===== src/logic/tmc_pkg.sv =====
// Purpose: Shared constants for the transmit modulation control block
// Assumes: APB with 32-bit data, byte addresses
// Notes:   Register bytes sit in the low bits of each word
package tmc_pkg;
   // Register word addresses (printed offsets are not all multiples of four)
   localparam logic [7:0]  TMC_IDX_OCP      = 8'h13;
   localparam logic [7:0]  TMC_IDX_TUNE_A   = 8'h5A;
   localparam logic [7:0]  TMC_IDX_TUNE_B   = 8'h5C;
   localparam logic [7:0]  TMC_IDX_BR_MSB   = 8'h03;
   localparam logic [7:0]  TMC_IDX_BR_LSB   = 8'h04;
   localparam logic [7:0]  TMC_IDX_FDEV_MSB = 8'h05;
   localparam logic [7:0]  TMC_IDX_FDEV_LSB = 8'h06;
   localparam logic [7:0]  TMC_IDX_CTRL     = 8'h02;
   localparam logic [7:0]  TMC_IDX_RAMP     = 8'h12;
   localparam logic [7:0]  TMC_IDX_LEVEL    = 8'h11;
   localparam logic [7:0]  TMC_IDX_STATUS   = 8'h10;
   // Reset values
   localparam logic [7:0]  TMC_RST_OCP      = 8'h1A;
   localparam logic [7:0]  TMC_RST_TUNE_A   = 8'h55;
   localparam logic [7:0]  TMC_RST_TUNE_B   = 8'h70;
   localparam logic [7:0]  TMC_RST_BR_MSB   = 8'h1A;
   localparam logic [7:0]  TMC_RST_BR_LSB   = 8'h0B;
   localparam logic [7:0]  TMC_RST_FDEV_MSB = 8'h00;
   localparam logic [7:0]  TMC_RST_FDEV_LSB = 8'h52;
   localparam logic [7:0]  TMC_RST_LEVEL    = 8'h9F;
   // High power tuning signature values
   localparam logic [7:0]  TMC_HP_TUNE_A    = 8'h5D;
   localparam logic [7:0]  TMC_HP_TUNE_B    = 8'h7C;
   // Field positions
   localparam int          TMC_CTRL_TX      = 0;
   localparam int          TMC_CTRL_CONT    = 1;
   localparam int          TMC_CTRL_OOK     = 2;
   localparam int          TMC_LVL_PA0      = 7;
   localparam int          TMC_LVL_PA1      = 6;
   localparam int          TMC_LVL_PA2      = 5;
   localparam int          TMC_OCP_ON       = 4;
   // Power offsets in dBm
   localparam logic signed [7:0] TMC_OFS_SINGLE = -8'sd18;
   localparam logic signed [7:0] TMC_OFS_COMB   = -8'sd14;
   localparam logic signed [7:0] TMC_OFS_HP     = -8'sd11;
   // Current limit: base and step in mA
   localparam logic [7:0]  TMC_OCP_BASE_MA  = 8'd45;
   localparam logic [7:0]  TMC_OCP_STEP_MA  = 8'd5;
   // Synthesizer step is reference / 2**18; step_divisor is 19 bits wide
   localparam int          TMC_SDM_BITS     = 19;
   localparam int          TMC_FDEV_BITS    = 14;
   localparam logic [3:0]  TMC_RAMP_STEPS   = 4'hF;
   // Amplifier path codes
   typedef enum logic [1:0] {
      TMC_PATH_OFF  = 2'b00,
      TMC_PATH_LOW  = 2'b01,
      TMC_PATH_ONE  = 2'b11,
      TMC_PATH_COMB = 2'b10
   } tmc_path_type;
endpackage


===== src/logic/tmc_bit_timer.sv =====
// Purpose: Bit period divider and bit clock generator
// Assumes: pclk stands in for the reference oscillator
// Notes:   Tick once per divisor cycles; divisor below 2 treated as 2
`timescale 1ns/1ps
`default_nettype none
module tmc_bit_timer
   import tmc_pkg::*;
#(
   parameter int DIV_W = 16
) (
   input  wire logic             pclk,
   input  wire logic             presetn,
   input  wire logic             run,
   input  wire logic [DIV_W-1:0] divisor,
   output logic                  bit_tick,
   output logic                  bit_clk
);
   logic [DIV_W-1:0] count;
   wire  [DIV_W-1:0] limit = (divisor < DIV_W'(2)) ? DIV_W'(1) : divisor - DIV_W'(1);
   wire              wrap  = (count >= limit);
   wire  [DIV_W-1:0] half  = limit >> 1;

   always_ff @(posedge pclk or negedge presetn) begin
      if (!presetn) begin
         count    <= '0;
         bit_tick <= 1'b0;
         bit_clk  <= 1'b0;
      end else begin
         count    <= (!run || wrap) ? '0 : count + DIV_W'(1);
         bit_tick <= run && wrap;
         bit_clk  <= run && (count > half);
      end
   end

   bit_tick_period_a: assert property (@(posedge pclk) disable iff (!presetn)
      bit_tick |=> !bit_tick) else $error("bit tick doubled");
endmodule
`default_nettype wire


===== src/logic/tmc_ramp.sv =====
// Purpose: Amplifier bias ramp for keyed operation
// Assumes: One ramp step per clock
// Notes:   With ramping off, bias steps directly
`timescale 1ns/1ps
`default_nettype none
module tmc_ramp
   import tmc_pkg::*;
(
   input  wire logic       pclk,
   input  wire logic       presetn,
   input  wire logic       key_on,
   input  wire logic       smooth,
   output logic [3:0]      bias
);
   wire [3:0] next_bias = !smooth ? (key_on ? TMC_RAMP_STEPS : 4'h0)
                        : (key_on && bias != TMC_RAMP_STEPS) ? bias + 4'h1
                        : (!key_on && bias != 4'h0) ? bias - 4'h1 : bias;
   always_ff @(posedge pclk or negedge presetn) begin
      if (!presetn) bias <= 4'h0;
      else bias <= next_bias;
   end

   ramp_one_step_a: assert property (@(posedge pclk) disable iff (!presetn)
      smooth && $past(smooth) |-> (bias - $past(bias) == 4'h1) || ($past(bias) - bias == 4'h1)
      || bias == $past(bias)) else $error("ramp jumped");
endmodule
`default_nettype wire


===== src/logic/tmc_core.sv =====
// Purpose: Transmit modulation control with APB register file
// Assumes: pclk acts as the reference oscillator; inputs synchronous to pclk
// Notes:   Analog quantities are presented as digital words
//
// Decided for this implementation: the APB interface to the registers.
`timescale 1ns/1ps
`default_nettype none
module tmc_core
   import tmc_pkg::*;
#(
   parameter int DIV_W = 16
) (
   input  wire logic        pclk,
   input  wire logic        presetn,
   input  wire logic        psel,
   input  wire logic        penable,
   input  wire logic        pwrite,
   input  wire logic [11:0] paddr,
   input  wire logic [31:0] pwdata,
   output logic [31:0]      prdata,
   output logic             pready,
   output logic             pslverr,
   input  wire logic        serial_tx_data_pin,
   output logic             bit_clock_pin,
   output logic             mod_data,
   output logic [1:0]       gauss_bt,
   output logic signed [TMC_FDEV_BITS:0] fdev_offset,
   output logic [TMC_SDM_BITS-1:0] step_divisor,
   output logic             low_power_amp,
   output logic             boost_amp_one,
   output logic             boost_amp_two,
   output logic [3:0]       amp_bias,
   output logic signed [7:0] output_power_dbm,
   output logic [7:0]       current_limit_ma,
   output logic             current_limit_on
);
   // Configuration registers
   logic [7:0] overcurrent_limit_ctrl;
   logic [7:0] high_power_pa_tune_a;
   logic [7:0] high_power_pa_tune_b;
   logic [7:0] br_msb;
   logic [7:0] br_lsb;
   logic [7:0] fdev_msb;
   logic [7:0] fdev_lsb;
   logic [7:0] ctrl;
   logic [7:0] shaping_ramp_register;
   logic [7:0] amp_level_register;
   logic       data_bit;

   function automatic logic [9:0] word_index(input logic [11:0] a);
      return a[11:2];
   endfunction

   // APB decode; zero wait states
   wire        acc      = psel && penable;
   wire        wr       = acc && pwrite;
   wire [9:0]  idx      = word_index(paddr);
   wire        aligned  = (paddr[1:0] == 2'b00);
   wire        hit_ocp  = idx == 10'(TMC_IDX_OCP);
   wire        hit_ta   = idx == 10'(TMC_IDX_TUNE_A);
   wire        hit_tb   = idx == 10'(TMC_IDX_TUNE_B);
   wire        hit_brm  = idx == 10'(TMC_IDX_BR_MSB);
   wire        hit_brl  = idx == 10'(TMC_IDX_BR_LSB);
   wire        hit_fdm  = idx == 10'(TMC_IDX_FDEV_MSB);
   wire        hit_fdl  = idx == 10'(TMC_IDX_FDEV_LSB);
   wire        hit_ctl  = idx == 10'(TMC_IDX_CTRL);
   wire        hit_rmp  = idx == 10'(TMC_IDX_RAMP);
   wire        hit_lvl  = idx == 10'(TMC_IDX_LEVEL);
   wire        hit_sts  = idx == 10'(TMC_IDX_STATUS);
   wire        mapped   = aligned && (hit_ocp || hit_ta || hit_tb || hit_brm || hit_brl
                          || hit_fdm || hit_fdl || hit_ctl || hit_rmp || hit_lvl || hit_sts);
   wire        wen      = wr && mapped;

   // Mode decode
   wire        tx_on    = ctrl[TMC_CTRL_TX];
   wire        cont     = ctrl[TMC_CTRL_CONT];
   wire        ook      = ctrl[TMC_CTRL_OOK];
   wire [1:0]  shaping_ramp_select = shaping_ramp_register[1:0];
   wire        gauss_on = !ook && (shaping_ramp_select != 2'b00);
   wire        sync_cont = cont && gauss_on;
   wire        timed    = tx_on && (!cont || gauss_on);
   wire [DIV_W-1:0] bit_rate_divisor = {br_msb, br_lsb};

   // Amplifier path selection
   wire        low_amp_enable       = amp_level_register[TMC_LVL_PA0];
   wire        boost_amp_one_enable = amp_level_register[TMC_LVL_PA1];
   wire        boost_amp_two_enable = amp_level_register[TMC_LVL_PA2];
   wire [2:0]  pa_bits = {low_amp_enable, boost_amp_one_enable, boost_amp_two_enable};
   wire [4:0]  output_power_level = amp_level_register[4:0];
   wire        hp_tuned = (high_power_pa_tune_a == TMC_HP_TUNE_A)
                       && (high_power_pa_tune_b == TMC_HP_TUNE_B);
   tmc_path_type path;
   assign path = (pa_bits == 3'b100) ? TMC_PATH_LOW
               : (pa_bits == 3'b010) ? TMC_PATH_ONE
               : (pa_bits == 3'b011) ? TMC_PATH_COMB : TMC_PATH_OFF;
   wire signed [7:0] path_ofs = (path != TMC_PATH_COMB) ? TMC_OFS_SINGLE
                              : hp_tuned ? TMC_OFS_HP : TMC_OFS_COMB;
   wire signed [7:0] next_power = path_ofs + $signed({3'b000, output_power_level});

   // Current limit
   wire [3:0]  current_limit_trim = overcurrent_limit_ctrl[3:0];
   wire [7:0]  next_limit = TMC_OCP_BASE_MA + 8'(TMC_OCP_STEP_MA * current_limit_trim);

   // Deviation, signed by current data bit
   wire [TMC_FDEV_BITS-1:0] fdev_word = {fdev_msb[5:0], fdev_lsb};
   wire signed [TMC_FDEV_BITS:0] next_fdev = data_bit
        ? $signed({1'b0, fdev_word}) : -$signed({1'b0, fdev_word});

   // Bit timing
   logic bit_tick;
   logic bit_clk;
   tmc_bit_timer #(.DIV_W(DIV_W)) u_timer (
      .pclk     (pclk),
      .presetn  (presetn),
      .run      (timed),
      .divisor  (bit_rate_divisor),
      .bit_tick (bit_tick),
      .bit_clk  (bit_clk)
   );
   logic bit_clk_q;
   wire  bit_clk_rise = bit_clk && !bit_clk_q;

   // Data path: async mode passes the pin through, sync mode samples at clock rise
   wire next_data = (cont && !gauss_on) ? serial_tx_data_pin
                  : (sync_cont && bit_clk_rise) ? serial_tx_data_pin
                  : data_bit;

   // Keyed amplifier ramp
   logic [3:0] bias;
   tmc_ramp u_ramp (
      .pclk    (pclk),
      .presetn (presetn),
      .key_on  (tx_on && ook && data_bit && path != TMC_PATH_OFF),
      .smooth  (shaping_ramp_select != 2'b00),
      .bias    (bias)
   );

   wire [7:0] status = {4'h0, hp_tuned, path, data_bit};
   logic [7:0] rd_byte;
   always_comb begin
      rd_byte = 8'h00;
      if (hit_ocp) rd_byte = overcurrent_limit_ctrl;
      if (hit_ta)  rd_byte = high_power_pa_tune_a;
      if (hit_tb)  rd_byte = high_power_pa_tune_b;
      if (hit_brm) rd_byte = br_msb;
      if (hit_brl) rd_byte = br_lsb;
      if (hit_fdm) rd_byte = fdev_msb;
      if (hit_fdl) rd_byte = fdev_lsb;
      if (hit_ctl) rd_byte = ctrl;
      if (hit_rmp) rd_byte = shaping_ramp_register;
      if (hit_lvl) rd_byte = amp_level_register;
      if (hit_sts) rd_byte = status;
   end

   always_ff @(posedge pclk or negedge presetn) begin
      if (!presetn) begin
         overcurrent_limit_ctrl <= TMC_RST_OCP;
         high_power_pa_tune_a   <= TMC_RST_TUNE_A;
         high_power_pa_tune_b   <= TMC_RST_TUNE_B;
         br_msb                 <= TMC_RST_BR_MSB;
         br_lsb                 <= TMC_RST_BR_LSB;
         fdev_msb               <= TMC_RST_FDEV_MSB;
         fdev_lsb               <= TMC_RST_FDEV_LSB;
         ctrl                   <= 8'h00;
         shaping_ramp_register  <= 8'h00;
         amp_level_register     <= TMC_RST_LEVEL;
      end else if (wen) begin
         if (hit_ocp) overcurrent_limit_ctrl <= pwdata[7:0];
         if (hit_ta)  high_power_pa_tune_a   <= pwdata[7:0];
         if (hit_tb)  high_power_pa_tune_b   <= pwdata[7:0];
         if (hit_brm) br_msb                 <= pwdata[7:0];
         if (hit_brl) br_lsb                 <= pwdata[7:0];
         if (hit_fdm) fdev_msb               <= {2'b00, pwdata[5:0]};
         if (hit_fdl) fdev_lsb               <= pwdata[7:0];
         if (hit_ctl) ctrl                   <= {5'h00, pwdata[2:0]};
         if (hit_rmp) shaping_ramp_register  <= {6'h00, pwdata[1:0]};
         if (hit_lvl) amp_level_register     <= pwdata[7:0];
      end
   end

   always_ff @(posedge pclk or negedge presetn) begin
      if (!presetn) begin
         prdata  <= 32'h0000_0000;
         pready  <= 1'b0;
         pslverr <= 1'b0;
      end else begin
         pready  <= psel && !penable;
         pslverr <= psel && !penable && !(aligned && (hit_ocp || hit_ta || hit_tb || hit_brm
                    || hit_brl || hit_fdm || hit_fdl || hit_ctl || hit_rmp || hit_lvl
                    || hit_sts));
         prdata  <= (psel && !penable && !pwrite) ? {24'h000000, rd_byte} : 32'h0000_0000;
      end
   end

   always_ff @(posedge pclk or negedge presetn) begin
      if (!presetn) begin
         data_bit         <= 1'b0;
         bit_clk_q        <= 1'b0;
         bit_clock_pin    <= 1'b0;
         mod_data         <= 1'b0;
         gauss_bt         <= 2'b00;
         fdev_offset      <= '0;
         step_divisor     <= '0;
         low_power_amp    <= 1'b0;
         boost_amp_one    <= 1'b0;
         boost_amp_two    <= 1'b0;
         amp_bias         <= 4'h0;
         output_power_dbm <= 8'sd0;
         current_limit_ma <= 8'd0;
         current_limit_on <= 1'b0;
      end else begin
         data_bit         <= next_data;
         bit_clk_q        <= bit_clk;
         bit_clock_pin    <= sync_cont && tx_on && bit_clk;
         mod_data         <= next_data;
         gauss_bt         <= gauss_on ? shaping_ramp_select : 2'b00;
         fdev_offset      <= (tx_on && !ook) ? next_fdev : '0;
         step_divisor     <= {1'b1, {(TMC_SDM_BITS-1){1'b0}}};
         low_power_amp    <= tx_on && path == TMC_PATH_LOW;
         boost_amp_one    <= tx_on && (path == TMC_PATH_ONE || path == TMC_PATH_COMB);
         boost_amp_two    <= tx_on && path == TMC_PATH_COMB;
         amp_bias         <= ook ? bias : ((tx_on && path != TMC_PATH_OFF) ? TMC_RAMP_STEPS
                                           : 4'h0);
         output_power_dbm <= next_power;
         current_limit_ma <= next_limit;
         current_limit_on <= overcurrent_limit_ctrl[TMC_OCP_ON];
      end
   end

   // Checks
   reserved_path_off_a: assert property (@(posedge pclk) disable iff (!presetn)
      !(pa_bits inside {3'b100, 3'b010, 3'b011}) |=> !low_power_amp && !boost_amp_one
      && !boost_amp_two) else $error("reserved pattern enabled amplifier");
   path_select_a: assert property (@(posedge pclk) disable iff (!presetn)
      tx_on && pa_bits == 3'b100 |=> low_power_amp && !boost_amp_one)
      else $error("low path not selected");
   power_offset_a: assert property (@(posedge pclk) disable iff (!presetn)
      path == TMC_PATH_COMB && !hp_tuned |=>
      output_power_dbm == -8'sd14 + $signed({3'b000, $past(output_power_level)}))
      else $error("combined offset wrong");
   current_limit_a: assert property (@(posedge pclk) disable iff (!presetn)
      1 |=> current_limit_ma == 8'd45 + 8'd5 * {4'h0, $past(current_limit_trim)})
      else $error("current limit wrong");
   async_pass_a: assert property (@(posedge pclk) disable iff (!presetn)
      cont && !gauss_on |=> mod_data == $past(serial_tx_data_pin))
      else $error("async data not passed");
   sync_hold_a: assert property (@(posedge pclk) disable iff (!presetn)
      sync_cont && !bit_clk_rise && $stable(ctrl) && $stable(shaping_ramp_register)
      |=> data_bit == $past(data_bit)) else $error("data changed off clock edge");
   no_clock_async_a: assert property (@(posedge pclk) disable iff (!presetn)
      !sync_cont |=> !bit_clock_pin) else $error("bit clock outside sync mode");
   fdev_sign_a: assert property (@(posedge pclk) disable iff (!presetn)
      tx_on && !ook && data_bit |=> fdev_offset == $signed({1'b0, $past(fdev_word)}))
      else $error("deviation wrong");
   gauss_sel_a: assert property (@(posedge pclk) disable iff (!presetn)
      ook |=> gauss_bt == 2'b00) else $error("gaussian in keyed mode");
   step_a: assert property (@(posedge pclk) disable iff (!presetn)
      1 |=> step_divisor == 19'h40000) else $error("step divisor wrong");

   cov_sync_clock_c: cover property (@(posedge pclk) sync_cont && bit_clk_rise);
   cov_hp_path_c: cover property (@(posedge pclk) path == TMC_PATH_COMB && hp_tuned);
   cov_ook_ramp_c: cover property (@(posedge pclk) ook && amp_bias == TMC_RAMP_STEPS);
   cov_apb_err_c: cover property (@(posedge pclk) pready && pslverr);
endmodule
`default_nettype wire


===== config.mk =====
export PLATFORM = sky130hd
export DESIGN_NAME = tmc_core
export DESIGN_NICKNAME = d
export VERILOG_FILES = /design/src/logic/tmc_pkg.sv /design/src/logic/tmc_bit_timer.sv /design/src/logic/tmc_ramp.sv /design/src/logic/tmc_core.sv
export SDC_FILE = /design/constraint.sdc
export NUM_CORES = 1
export LEC_CHECK = 0
export BUFFER_PORTS_ARGS = -buffer_cell sky130_fd_sc_hd__buf_2
export CAP_MARGIN = 25
export CORE_ASPECT_RATIO = 1.2
export CORE_MARGIN = 1
export CORE_UTILIZATION = 52
export CTS_CLUSTER_DIAMETER = 30
export DETAILED_ROUTE_END_ITERATION = 16
export HOLD_SLACK_MARGIN = 0.05
export MAX_ROUTING_LAYER = met4
export PLACE_DENSITY = 0.78
export SYNTH_ARGS = -nofsm -noshare
export SYNTH_HDL_FRONTEND = slang
export SYNTH_HIERARCHICAL = 1
export SYNTH_SLANG_ARGS = --single-unit

===== constraint.sdc =====
create_clock -name pclk -period 3.3 [get_ports pclk]
set_input_delay 0.495 -clock pclk [delete_from_list [all_inputs] [get_ports pclk]]
set_output_delay 0.495 -clock pclk [all_outputs]
set_load 0.05 [all_outputs]

==> results list <==
- Outcome: finished clean
- After clock tree synthesis, the clock-pin slew on the worst setup and hold paths is 0.06 ns.
- Summed over all layers, the global routing overflow is 0.
- Summing all placed instances gives a cell area of 0.00911 sq mm.
- Entering global routing, the biggest net connects 66 pins.
- The congestion estimate from routability-driven global placement came to 0.968.
- Clock latency on the worst-skew pair, taken at its later pin, is 0.43 ns.
- The layout has 1324 filler cells.
- Number of design-rule violations left by the first detailed-router iteration: 513
- DR DRC count: 0
- Final critical-path share of the clock period: 95.3%
- The die covers 0.0169 sq mm.
* Initial core utilization: 53.8%
- Setup repair after global routing left no endpoint under its margin.
- GRT Resource Usage Total: 26.5%
- Final hold slack: 0.0418 ns
- Data on the critical path arrives at its endpoint at 3.49 ns.
- Measured against its own limit, the worst slew margin works out to 54.0%.
- Number of CTS-inserted buffers: 17
* Number of nets with antenna violations after detailed routing: 0
- Across the run, the number of max-cap violations was 0.
* Via-per-instance ratio: 5.76
- For this design the top-level I/O count stands at 146.
- Before antenna repair, the detailed router went through 5 iterations.
- The first global-routing pass estimated 33400 um of wire.
- Final number of max-transition violations: 0
- The clock passes through at most 2 buffers.
- After routing the design area is 0.00969 sq mm.
- Of all nets on the critical path, the largest fanout is 8.
* Wire length reported by the detailed router: 20600 um
- In this run, post-CTS hold repair placed 0 buffers.
- Area growth, synth to finish: 13.8%
- Post-Place Setup Slack: 0.126 ns
* Number of buffers added for setup after CTS: 0
- Measured along the y axis, the die boundary spans 142 um.
- In the post-route analysis, the smallest setup slack over all paths is 0.154 ns.
* Number of global-route vias before repair: 6411
- A synthesized cell averages 10.3 sq um.
- At the end of the flow, the number of nets in the layout was 1024.
- Final cell count without fillers: 1142
* Type of the most critical hold path: in -> async
- Number of vias in the routed layout: 6575
- Synthesized area: 0.00851 sq mm
* Number of I/O port buffers: 79
- Root buffer cell: sky130_fd_sc_hd__clkbuf_16
- CTS saw 142 sinks.
- Setup violations remaining at the end of the flow were counted as 0.
- After routing, the total negative slack on setup checks comes to 0 ns.
* Reported leakage power: 4.62 nW
- Largest vdd supply drop: 0.357 mV
* Worst endpoint required time: 3.64 ns
- TritonCTS clock tree: done
* Antenna cells: 0
- Yosys printed 6 warnings.
* Final Hold Fails: 0
- For the pin with the worst max-slew slack, the measured transition is 0.689 ns.
- Crit path time final: 3.15 ns
- Crit Path Class: reg -> reg
* Placed Instances: 1110
* DIE WIDTH: 119 um
* Peak Freq: 318 MHz
- For the final database, setup skew stands at 0.00803 ns.
- The multi-input combinational cells in the finished layout cover a total of 0.00452 sq mm.
- In the synthesized netlist, the number of instances is 824.
* Type of element launching the critical path: flip-flop
* Area of all sequential standard cells: 0.00358 sq mm
- Power density normalized to cell area: 408 mW/mm^2
* Kind of capture point of the worst setup path: flip-flop
- In the final routed layout, each cell accounts on average for 18.1 um.
- After floorplanning, the core was sized to cover 0.0158 sq mm.
* Total half-perimeter wirelength after legalization and detailed placement: 15000 um
- The initial antenna violation count is 0.
- Share of final-layout standard cells stronger than drive strength 1: 26.2%
- In this run the number of H-tree levels came out at 4.
* Row cnt: 50
-- registers in the layout, indices dropped and copies added, names as in the netlist, 3 cells and up --
name / flops
u_ramp/bias: 4
u_timer/count: 16
overcurrent_limit_ctrl: 8
current_limit_ma: 8
amp_level_register: 8
ctrl: 3
fdev_offset: 15
amp_bias: 4
output_power_dbm: 7
high_power_pa_tune_a: 8
fdev_msb: 6
high_power_pa_tune_b: 8
prdata: 8
br_msb: 8
fdev_lsb: 8
br_lsb: 8
-- power breakdown --
| group | switching, mW | internal [mW] |
|---|---|---|
| clock | 0.758 | 1.12 |
| sequential | 0.00634 | 1.75 |
| combinational | 0.256 | 0.0633 |
| total | 1.02 | 2.93 |
-- per-stage QoR --
step | total power, mW | utilization, %
global route | 4.09 | 61.2
finish | 3.95 | 61.2
CTS | 3.98 | 61.2
global placement | 2.10 | 57.5
detailed placement | 2.10 | 57.5
floorplan | 2.03 | -
-- area by class of cell --
cell class | instances | share of cell area (%)
Tap cell | 208 | 2.69
Inverter | 32 | 1.24
Clock buffer | 20 | 4.51
Multi-Input combinational cell | 622 | 46.6
Timing Repair Buffer | 106 | 6.50
Clock inverter | 12 | 1.43
Sequential cell | 142 | 37.0
-- timing repair --
item	in CTS	in global routing
resized for setup	0	1
setup endpoints to repair	0	15
endpoints found under the hold margin	0	0
-- per-layer routing --
layer  global-route usage (%)  wire (um)
met3                     4.93       1050
met2                     43.9      10400
met5                        -          0
met4                     10.4        562
met1                     32.2       8610
-- worst max-delay path, stage by stage, from the launching register on --
cell and delay (ns):
sky130_fd_sc_hd__dfstp_2 0.41, sky130_fd_sc_hd__or4_1 0.52, sky130_fd_sc_hd__buf_4 0.18, sky130_fd_sc_hd__nor4_1 0.32
sky130_fd_sc_hd__xor2_1 0.20, sky130_fd_sc_hd__nand2_1 0.11, sky130_fd_sc_hd__ha_1 0.31, sky130_fd_sc_hd__nand2_1 0.08
sky130_fd_sc_hd__or4_1 0.58, sky130_fd_sc_hd__a21o_1 0.19, sky130_fd_sc_hd__a31oi_1 0.16
-- path summary, 6_finish.rpt --
check / cells past startpoint / from / slack (ns) / endpoint
max: 10 / br_lsb[3] / 0.15 / u_timer/bit_clk
min: 1 / presetn / 0.04 / pslverr
max reg2reg: 10 / br_lsb[3] / 0.15 / u_timer/bit_clk
min reg2reg: 0 / overcurrent_limit_ctrl[4] / 0.42 / current_limit_on
max in group asynchronous: 2 / presetn / 2.44 / br_msb[4]
min in group pclk: 2 / penable / 0.30 / pready
-- cells in the final DEF (no fill, tap or decap), types with 8 or more instances in the layout --
cell type	count
sky130_fd_sc_hd__dfrtp_1	117
sky130_fd_sc_hd__buf_2	78
sky130_fd_sc_hd__nand2_1	62
sky130_fd_sc_hd__ha_1	50
sky130_fd_sc_hd__mux2_2	49
sky130_fd_sc_hd__nor3_1	43
sky130_fd_sc_hd__nor2_1	43
sky130_fd_sc_hd__a21oi_1	43
sky130_fd_sc_hd__conb_1	43
sky130_fd_sc_hd__inv_1	32
sky130_fd_sc_hd__xnor2_1	32
sky130_fd_sc_hd__o21ai_0	32
sky130_fd_sc_hd__dfstp_2	25
sky130_fd_sc_hd__buf_4	25
sky130_fd_sc_hd__clkbuf_16	17
sky130_fd_sc_hd__nor2b_1	16
sky130_fd_sc_hd__mux2_4	16
sky130_fd_sc_hd__nand3_1	14
sky130_fd_sc_hd__nor4_1	11
sky130_fd_sc_hd__xor2_1	11
sky130_fd_sc_hd__nand4_1	10
sky130_fd_sc_hd__nand2b_1	9
sky130_fd_sc_hd__a21o_1	9
sky130_fd_sc_hd__mux2i_1	8
sky130_fd_sc_hd__o22ai_1	8
No activity file was read; power rests on OpenSTA's default activity.
